===== config.mk =====
export PLATFORM = sky130hd
export DESIGN_NAME = acc_cal_regs
export DESIGN_NICKNAME = d
export VERILOG_FILES = /design/src/hw/acc_pkg.sv /design/src/hw/acc_chan_if.sv /design/src/hw/acc_chan_decode.sv /design/src/hw/acc_cal_regs.sv
export VERILOG_INCLUDE_DIRS = /design/src /design/src/hw
export SDC_FILE = /design/constraint.sdc
export NUM_CORES = 1
export LEC_CHECK = 0
export ABC_AREA = 1
export BUFFER_PORTS_ARGS = -buffer_cell sky130_fd_sc_hd__buf_4
export CORE_MARGIN = 8
export CORE_UTILIZATION = 41
export CTS_CLUSTER_SIZE = 40
export DETAILED_ROUTE_END_ITERATION = 8
export MAX_ROUTING_LAYER = met4
export SETUP_SLACK_MARGIN = 0.15
export SYNTH_ARGS = -nofsm -noshare
export SYNTH_HDL_FRONTEND = slang
export SYNTH_SLANG_ARGS = --single-unit
export TNS_END_PERCENT = 10

===== constraint.sdc =====
create_clock -name CLK_SYS -period 3.2 [get_ports CLK_SYS]
set_input_delay 0.48 -clock CLK_SYS [delete_from_list [all_inputs] [get_ports CLK_SYS]]
set_output_delay 0.48 -clock CLK_SYS [all_outputs]
set_load 0.01 [all_outputs]

===== src/hw/acc_defines.svh =====
// register map, field positions and reset values of the channel and calibration registers
// assumes a byte-wide register port already decoded from the serial link
`ifndef ACC_DEFINES_SVH
`define ACC_DEFINES_SVH

// sizes
`define ACC_NUM_CH          7
`define ACC_NUM_CAL         4
`define ACC_COEF_BYTES      6

// addresses
`define ACC_ADDR_BGCAL      8'h10
`define ACC_ADDR_SCAL       8'h17
`define ACC_ADDR_CFG_BASE   8'h21
`define ACC_CFG_STRIDE      8'h02
`define ACC_ADDR_COEF_BASE  8'h30
`define ACC_COEF_STRIDE     8'h08
`define ACC_COEF_GAIN_IDX   3

// channel config fields
`define ACC_RATE_MSB        6
`define ACC_RATE_LSB        4
`define ACC_GAIN_MSB        3
`define ACC_GAIN_LSB        1
`define ACC_BUF_BIT         0
`define ACC_CFG_MASK        8'h7F
`define ACC_CFG_RESET       8'h70

// calibration fields
`define ACC_CAL_FIELD_MASK  8'h03
`define ACC_BGCAL_RESET     2'h0
`define ACC_SCAL_NORMAL     2'h0
`define ACC_SCAL_OFFSET     2'h1
`define ACC_SCAL_GAIN       2'h2
`define ACC_OFFSET_RESET    24'h000000
`define ACC_GAIN_COEF_RESET 24'h800000

`endif


===== src/hw/acc_pkg.sv =====
// types shared by the channel and calibration register block
// assumes nothing beyond the defines header
`default_nettype none
package acc_pkg;
	typedef enum logic [1:0] {
		SCAL_NORMAL,
		SCAL_OFFSET_DET,
		SCAL_GAIN_DET
	} acc_scal_state_t;
	typedef logic [7:0] acc_byte_t;
endpackage
`default_nettype wire


===== src/hw/acc_chan_if.sv =====
// carrier between the register bank and one channel decoder
// assumes one instance per channel, all on CLK_SYS
`default_nettype none
interface acc_chan_if;
	logic [7:0] cfg_byte;
	logic [2:0] rate_sel;
	logic [2:0] gain_sel;
	logic       fixed_gain_on;
	logic       buf_in_path;
	modport regs (output cfg_byte, input rate_sel, gain_sel, fixed_gain_on, buf_in_path);
	modport dec  (input cfg_byte, output rate_sel, gain_sel, fixed_gain_on, buf_in_path);
endinterface
`default_nettype wire


===== src/hw/acc_chan_decode.sv =====
// turns one channel_config byte into registered analog controls
// assumes cfg_byte comes from a flip-flop on the same clock
`include "acc_defines.svh"
`default_nettype none
module acc_chan_decode (
	// clock and reset
	input  wire logic CLK_SYS,
	input  wire logic RST,
	// channel carrier
	acc_chan_if.dec   ch
);
	logic [2:0] rate_d, rate_q;
	logic [2:0] gain_d, gain_q;
	logic       fix_gain_d, fix_gain_q;
	logic       buf_d, buf_q;
	// reset image of the stored byte, so the outputs agree with it from the first edge
	localparam logic [7:0] cfg_rst = `ACC_CFG_RESET;

	// ===========================================================
	// decode
	always_comb begin
		rate_d = ch.cfg_byte[`ACC_RATE_MSB:`ACC_RATE_LSB];
		gain_d = ch.cfg_byte[`ACC_GAIN_MSB:`ACC_GAIN_LSB];
		fix_gain_d = gain_d[`ACC_GAIN_MSB-`ACC_GAIN_LSB];
		// high gains need the buffer, so the control bit loses there
		buf_d  = fix_gain_d | ~ch.cfg_byte[`ACC_BUF_BIT];
	end

	always_ff @(posedge CLK_SYS) begin
		if (RST) begin
			rate_q     <= cfg_rst[`ACC_RATE_MSB:`ACC_RATE_LSB];
			gain_q     <= cfg_rst[`ACC_GAIN_MSB:`ACC_GAIN_LSB];
			fix_gain_q <= cfg_rst[`ACC_GAIN_MSB];
			buf_q      <= cfg_rst[`ACC_GAIN_MSB] | ~cfg_rst[`ACC_BUF_BIT];
		end else begin
			rate_q     <= rate_d;
			gain_q     <= gain_d;
			fix_gain_q <= fix_gain_d;
			buf_q      <= buf_d;
		end
	end

	assign ch.rate_sel      = rate_q;
	assign ch.gain_sel      = gain_q;
	assign ch.fixed_gain_on = fix_gain_q;
	assign ch.buf_in_path   = buf_q;
endmodule
`default_nettype wire


===== src/hw/acc_cal_regs.sv =====
// channel configuration and calibration control registers
// assumes the serial link delivers decoded byte reads and writes on CLK_SYS
// How it works
// rate field bits 6:4 picks one of eight output rates; default code 7.
// gain field bits 3:1 gives gain two to the code; default unity.
// fixed gain stage is on for gain codes 4 to 7 only.
// bit 0 zero keeps the input buffer in path, one removes it.
// gain of 16 or more keeps the buffer in whatever bit 0 says.
// register 0x10 low two bits choose the background calibration scheme.
// host writes 0x17 with 0 normal, 1 offset, 2 gain; never 3.
// reading 0x17 returns the system calibration mode now in effect.
// determination lasts one conversion then falls back to normal mode.
// per channel 24-bit offset coefficient in three bytes, high byte first; the code holds four coefficient sets for seven channels.
// per channel 24-bit gain coefficient, 1.23 format, high byte first; the code holds four coefficient sets for seven channels.
// reserved bits read zero and ignore writes.
`include "acc_defines.svh"
`default_nettype none
module acc_cal_regs (
	// clock and reset
	input  wire logic                        CLK_SYS,
	input  wire logic                        RST,
	// register port
	input  wire logic [7:0]                  REG_ADDR,
	input  wire logic                        REG_WR,
	input  wire logic [7:0]                  REG_WDATA,
	input  wire logic                        REG_RD,
	output logic      [7:0]                  REG_RDATA,
	// converter
	input  wire logic                        CONV_DONE,
	// channel controls
	output logic      [3*`ACC_NUM_CH-1:0]    CH_RATE_SEL,
	output logic      [3*`ACC_NUM_CH-1:0]    CH_GAIN_SEL,
	output logic      [`ACC_NUM_CH-1:0]      CH_FIXED_GAIN_ON,
	output logic      [`ACC_NUM_CH-1:0]      CH_BUF_IN_PATH,
	// calibration controls
	output logic      [1:0]                  BG_CAL_SCHEME,
	output logic      [1:0]                  SYS_CAL_MODE,
	output logic      [24*`ACC_NUM_CAL-1:0]  SYS_CAL_OFFSET,
	output logic      [24*`ACC_NUM_CAL-1:0]  SYS_CAL_GAIN
);
	acc_pkg::acc_byte_t       cfg_d  [`ACC_NUM_CH];
	acc_pkg::acc_byte_t       cfg_q  [`ACC_NUM_CH];
	acc_pkg::acc_byte_t       coef_d [`ACC_NUM_CAL][`ACC_COEF_BYTES];
	acc_pkg::acc_byte_t       coef_q [`ACC_NUM_CAL][`ACC_COEF_BYTES];
	logic [1:0]               bg_d, bg_q;
	acc_pkg::acc_scal_state_t scal_d, scal_q;
	logic [7:0]               rdata_d, rdata_q;
	logic                     wr_scal;
	localparam logic [23:0]   offset_rst = `ACC_OFFSET_RESET;
	localparam logic [23:0]   gain_rst   = `ACC_GAIN_COEF_RESET;

	// ===========================================================
	// address decode
	function automatic logic cfg_hit(input logic [7:0] a, input int c);
		return a == 8'(`ACC_ADDR_CFG_BASE + `ACC_CFG_STRIDE * c);
	endfunction

	function automatic logic coef_hit(input logic [7:0] a, input int c, input int k);
		return a == 8'(`ACC_ADDR_COEF_BASE + `ACC_COEF_STRIDE * c + k);
	endfunction

	function automatic logic [1:0] scal_code(input acc_pkg::acc_scal_state_t s);
		case (s)
			acc_pkg::SCAL_OFFSET_DET: return `ACC_SCAL_OFFSET;
			acc_pkg::SCAL_GAIN_DET:   return `ACC_SCAL_GAIN;
			default:                  return `ACC_SCAL_NORMAL;
		endcase
	endfunction

	assign wr_scal = REG_WR && REG_ADDR == `ACC_ADDR_SCAL;

	// ===========================================================
	// storage next values
	always_comb begin
		for (int c = 0; c < `ACC_NUM_CH; c++) begin
			cfg_d[c] = cfg_q[c];
			if (REG_WR && cfg_hit(REG_ADDR, c)) begin
				cfg_d[c] = REG_WDATA & `ACC_CFG_MASK;
			end
		end
		for (int c = 0; c < `ACC_NUM_CAL; c++) begin
			for (int k = 0; k < `ACC_COEF_BYTES; k++) begin
				coef_d[c][k] = coef_q[c][k];
				if (REG_WR && coef_hit(REG_ADDR, c, k)) begin
					coef_d[c][k] = REG_WDATA;
				end
			end
		end
		bg_d = bg_q;
		if (REG_WR && REG_ADDR == `ACC_ADDR_BGCAL) begin
			bg_d = REG_WDATA[1:0];
		end
	end

	// ===========================================================
	// system calibration mode
	always_comb begin
		scal_d = scal_q;
		case (scal_q)
			acc_pkg::SCAL_NORMAL: begin
				scal_d = acc_pkg::SCAL_NORMAL;
			end
			acc_pkg::SCAL_OFFSET_DET, acc_pkg::SCAL_GAIN_DET: begin
				if (CONV_DONE) begin
					scal_d = acc_pkg::SCAL_NORMAL;
				end
			end
			default: begin
				scal_d = acc_pkg::SCAL_NORMAL;
			end
		endcase
		// a write landing on the closing conversion still wins
		if (wr_scal) begin
			case (REG_WDATA[1:0])
				`ACC_SCAL_NORMAL: begin
					scal_d = acc_pkg::SCAL_NORMAL;
				end
				`ACC_SCAL_OFFSET: begin
					scal_d = acc_pkg::SCAL_OFFSET_DET;
				end
				`ACC_SCAL_GAIN: begin
					scal_d = acc_pkg::SCAL_GAIN_DET;
				end
				default: begin
					scal_d = scal_d;
				end
			endcase
		end
	end

	// ===========================================================
	// read data, held until the next read
	always_comb begin
		rdata_d = rdata_q;
		if (REG_RD) begin
			rdata_d = 8'h00;
			if (REG_ADDR == `ACC_ADDR_BGCAL) begin
				rdata_d = {6'h00, bg_q};
			end
			if (REG_ADDR == `ACC_ADDR_SCAL) begin
				rdata_d = {6'h00, scal_code(scal_q)};
			end
			for (int c = 0; c < `ACC_NUM_CH; c++) begin
				if (cfg_hit(REG_ADDR, c)) begin
					rdata_d = cfg_q[c];
				end
			end
			for (int c = 0; c < `ACC_NUM_CAL; c++) begin
				for (int k = 0; k < `ACC_COEF_BYTES; k++) begin
					if (coef_hit(REG_ADDR, c, k)) begin
						rdata_d = coef_q[c][k];
					end
				end
			end
		end
	end

	// ===========================================================
	// registers
	always_ff @(posedge CLK_SYS) begin
		if (RST) begin
			for (int c = 0; c < `ACC_NUM_CH; c++) begin
				cfg_q[c] <= `ACC_CFG_RESET;
			end
			for (int c = 0; c < `ACC_NUM_CAL; c++) begin
				coef_q[c][0] <= offset_rst[23:16];
				coef_q[c][1] <= offset_rst[15:8];
				coef_q[c][2] <= offset_rst[7:0];
				coef_q[c][3] <= gain_rst[23:16];
				coef_q[c][4] <= gain_rst[15:8];
				coef_q[c][5] <= gain_rst[7:0];
			end
			bg_q    <= `ACC_BGCAL_RESET;
			scal_q  <= acc_pkg::SCAL_NORMAL;
			rdata_q <= 8'h00;
		end else begin
			cfg_q   <= cfg_d;
			coef_q  <= coef_d;
			bg_q    <= bg_d;
			scal_q  <= scal_d;
			rdata_q <= rdata_d;
		end
	end

	// ===========================================================
	// channel decoders
	generate
		for (genvar c = 0; c < `ACC_NUM_CH; c++) begin : g_ch
			acc_chan_if chan ();
			assign chan.cfg_byte = cfg_q[c];
			acc_chan_decode u_dec (
				.CLK_SYS (CLK_SYS),
				.RST     (RST),
				.ch      (chan)
			);
			assign CH_RATE_SEL[3*c +: 3]  = chan.rate_sel;
			assign CH_GAIN_SEL[3*c +: 3]  = chan.gain_sel;
			assign CH_FIXED_GAIN_ON[c]    = chan.fixed_gain_on;
			assign CH_BUF_IN_PATH[c]      = chan.buf_in_path;
		end
		for (genvar c = 0; c < `ACC_NUM_CAL; c++) begin : g_cal
			assign SYS_CAL_OFFSET[24*c +: 24] = {coef_q[c][0], coef_q[c][1], coef_q[c][2]};
			assign SYS_CAL_GAIN[24*c +: 24]   = {coef_q[c][3], coef_q[c][4], coef_q[c][5]};
		end
	endgenerate

	assign BG_CAL_SCHEME = bg_q;
	assign SYS_CAL_MODE  = scal_code(scal_q);
	assign REG_RDATA     = rdata_q;
endmodule
`default_nettype wire


==> impl_metrics.ini <==
[cts]
clkLatencyLatePin_ps = 510
clock_sinks = 302
path_clk_slew_ps = 60
cts_setup_buffers = 0
root_buffer = clkbuf_16
numCtsBuffers = 34
htreeDepth = 2
post_cts_resize_count = 1
cts_buffer_depth = 3
postCtsHoldBufs = 0
cts_tree = yes

[sta]
tns_ps = 0
rsz0062_at_grt = true
hold_violations = 0
finalSetupViolCount = 0
slew_headroom_pct = 43.64
drv_slew = 0
max_slew.worst_pin.slew_ps = 845.5
finClkSkew_ps = 13.56
min_period_ps = 2913
max_freq_mhz = 343.3
finalCritPeriodShare_pct = 91.03

[logic_synthesis]
synth_seq_area_share_pct = 48.06
synthesis.nets = 1797
synth.area.mux_share_pct = 0
synth-simple-area-share_pct = 26.37
synth_xor_area_share_pct = 0
yosysWarnings = 0
synth_compound_area_share_pct = 15.85
synth_seq_cells = 302
synth_area_leader_cell = dfxtp_1
synth_area_sq_mm = 0.01258
synth_cell_types = 28
synth_area_leaders = dfxtp_1 48%, nand2_1 12%, a21oi_1 9.4%, nand3_1 6.0%, o21ai_0 5.8%
synth-edff-count = 0
yosys.cell_count.top_type = nand2_1
syn_inst = 1774
synth_top_family_by_area = simple AND/OR/NAND/NOR gates
synth_flop_cell = dfxtp_1
async_flop_share_pct = 0
synth_fa_ha_area_share_pct = 0.1989
synth_common_cells = 389 x nand2_1, 302 x dfxtp_1, 237 x a21oi_1
yosysTopAreaCellShare_pct = 48.06
avgSynthCellArea_sq_um = 7.092

[critical_path]
required_ps = 3560
r2r-end = REG_RDATA[1]
path_class = input port to flop
timing.rr.start = scal_q[0]
reg2regPathDepth = 22
crit_path_start = REG_ADDR[1]
startpoint_type = input port
end_kind = flop
cp.arrival_ps = 3270
worstPathMaxFanout = 5
cp-endpoint = REG_RDATA[2]
r2r_slack_ps = 380

[pwr]
power_mw = 7.990
p_leak_nw = 6.662
vdd_drop_max_mv = 0.3578
power_density_mw_per_mm2 = 489.3

[floorplan]
die-height_um = 191.2
dieArea_sq_mm = 0.03655
ios = 281
start_util_pct = 41.34
fp-row-count = 64
coreArea_sq_mm = 0.03043
die_x_um = 191.2

[cells_and_area]
area_growth_pct = 29.81
final_area_sq_mm = 0.01633
drive_above_1_share_pct = 21.34
fin_cells = 2454
final_util_pct = 53.67
nNetsFinal = 2056

[global_route]
grt_pass1_vias = 12550
grt-ovfl-total = 0
grt_max_degree = 159
grt_pass1_wl_um = 74950
antenna_found_initial = 1
grt_use_total_pct = 26.89

[detailed_routing]
first_pass_iters = 5
wl_per_cell_um = 20.05
viasPerCell = 5.315
drc = 0
via_count = 13040
antenna_left = 0
first_iter_violations = 1232
wirelength_um = 49210

[place]
hpwl_um = 34890
port_buffers = 280
postPlaceCellArea_sq_mm = 0.01517
numPlacedInstances = 2393
place.gp.congestion = 0.9275

[run]
max-cap-violations = 0

[hold_path]
hold_class = input port to flop

[run_status]
outcome = completed
flip-flops by register name (all words and copies together), names as in the netlist:
register,cells
g_ch.u_dec.ch.gain_sel,14
BG_CAL_SCHEME,2
REG_RDATA,8
g_ch.chan.cfg_byte,49
scal_q,2
g_ch.u_dec.ch.rate_sel,21
g_ch.u_dec.ch.fixed_gain_on,7
g_ch.u_dec.ch.buf_in_path,7
SYS_CAL_OFFSET,96
SYS_CAL_GAIN,96
cell families after synthesis:
| group | count (synthesis) |
|---|---|
| simple gates | 780 |
| compound gates | 396 |
| flops | 302 |
| buf+inv | 294 |
| fa+ha+maj | 2 |
layer usage:
metal | track usage, % | vias to the layer above | part of all wire (%)
li1 | - | 6265 | -
met1 | 35.17 | 6102 | 43
met2 | 42.55 | 592 | 47
met3 | 4.068 | 83 | 7.2
met4 | 8.052 | 0 | 2.5
met5 | - | - | 0
power breakdown:
group          leakage (nW)  switching, mW  internal (mW)
sequential             2.43        0.00725           3.77
combinational          3.69          0.257         0.0758
clock                 0.542           1.58           2.31
placed cells by master, fill, tap and decap left out, types with 2 or more instances in the layout:
cell type,instances
buf_12,6
o211ai_1,2
clkinv_4,2
clkinv_1,4
clkinvlp_4,4
o21ai_0,147
o21ai_1,5
nand2_1,388
nor3_1,2
clkbuf_1,6
inv_1,161
nor2_2,14
ha_2,2
a21oi_1,237
dfxtp_1,302
nand4_1,43
inv_2,11
nor2_4,2
nand2_2,3
o22ai_1,3
nor4_1,2
clkinv_2,6
buf_4,333
clkbuf_16,37
nand3_1,149
clkbuf_8,5
nor2_1,166
or2_2,8
final cells by class:
class | count | area [sq um]
antenna | 1 | 2.502
clock inverter | 12 | 102.6
inverter | 177 | 665.6
fill | 3083 | 14100
tap | 396 | 495.5
multi-input combinational | 1178 | 5370
clock buffer | 48 | 1017
timing repair buffer | 340 | 2631
sequential | 302 | 6046
through the flow:
| stage | worst slack, ps | hold slack, ps |
|---|---|---|
| after floorplan | 918.3 | 381.1 |
| after global placement | -418.4 | 394.6 |
| after detailed placement | -366.0 | 400.7 |
| after CTS | 155.6 | 308.2 |
| after global routing | 103.3 | 319.6 |
| final | 287.2 | 327.3 |
worst max-delay path, cell delays in order:
cell and delay (ps):
buf_4 130, nand2_1 110, inv_2 50, nand2_2 140
nor2_1 110, buf_4 150, nand2_1 50, nand3_1 110
a21oi_1 150, nand4_1 180, nor2_2 180, nand4_1 90
nand2_1 130, nand4_1 130, nand2_1 110, nand4_1 110
nor2_2 140, nand3_1 100, nand2_1 90, nand4_1 100
nor2_1 180, nand4_1 110, nand2_1 70, a21oi_1 50
worst min-delay path by stage:
stage                              from                      endpoint  slack, ps  cells after the start
6_report                         REG_RD                  REG_RDATA[7]        330                      3
5_1_grt                          REG_RD                  REG_RDATA[7]        320                      3
4_1_cts                          REG_RD                  REG_RDATA[7]        310                      3
3_5_place_dp   g_ch[1].chan.cfg_byte[0]  g_ch[1].u_dec.ch.buf_in_path        400                      1
3_3_place_gp   g_ch[5].chan.cfg_byte[0]  g_ch[5].u_dec.ch.buf_in_path        390                      1
2_1_floorplan  g_ch[1].chan.cfg_byte[0]  g_ch[1].u_dec.ch.buf_in_path        380                      1
Power figures use the tool's default switching activity.
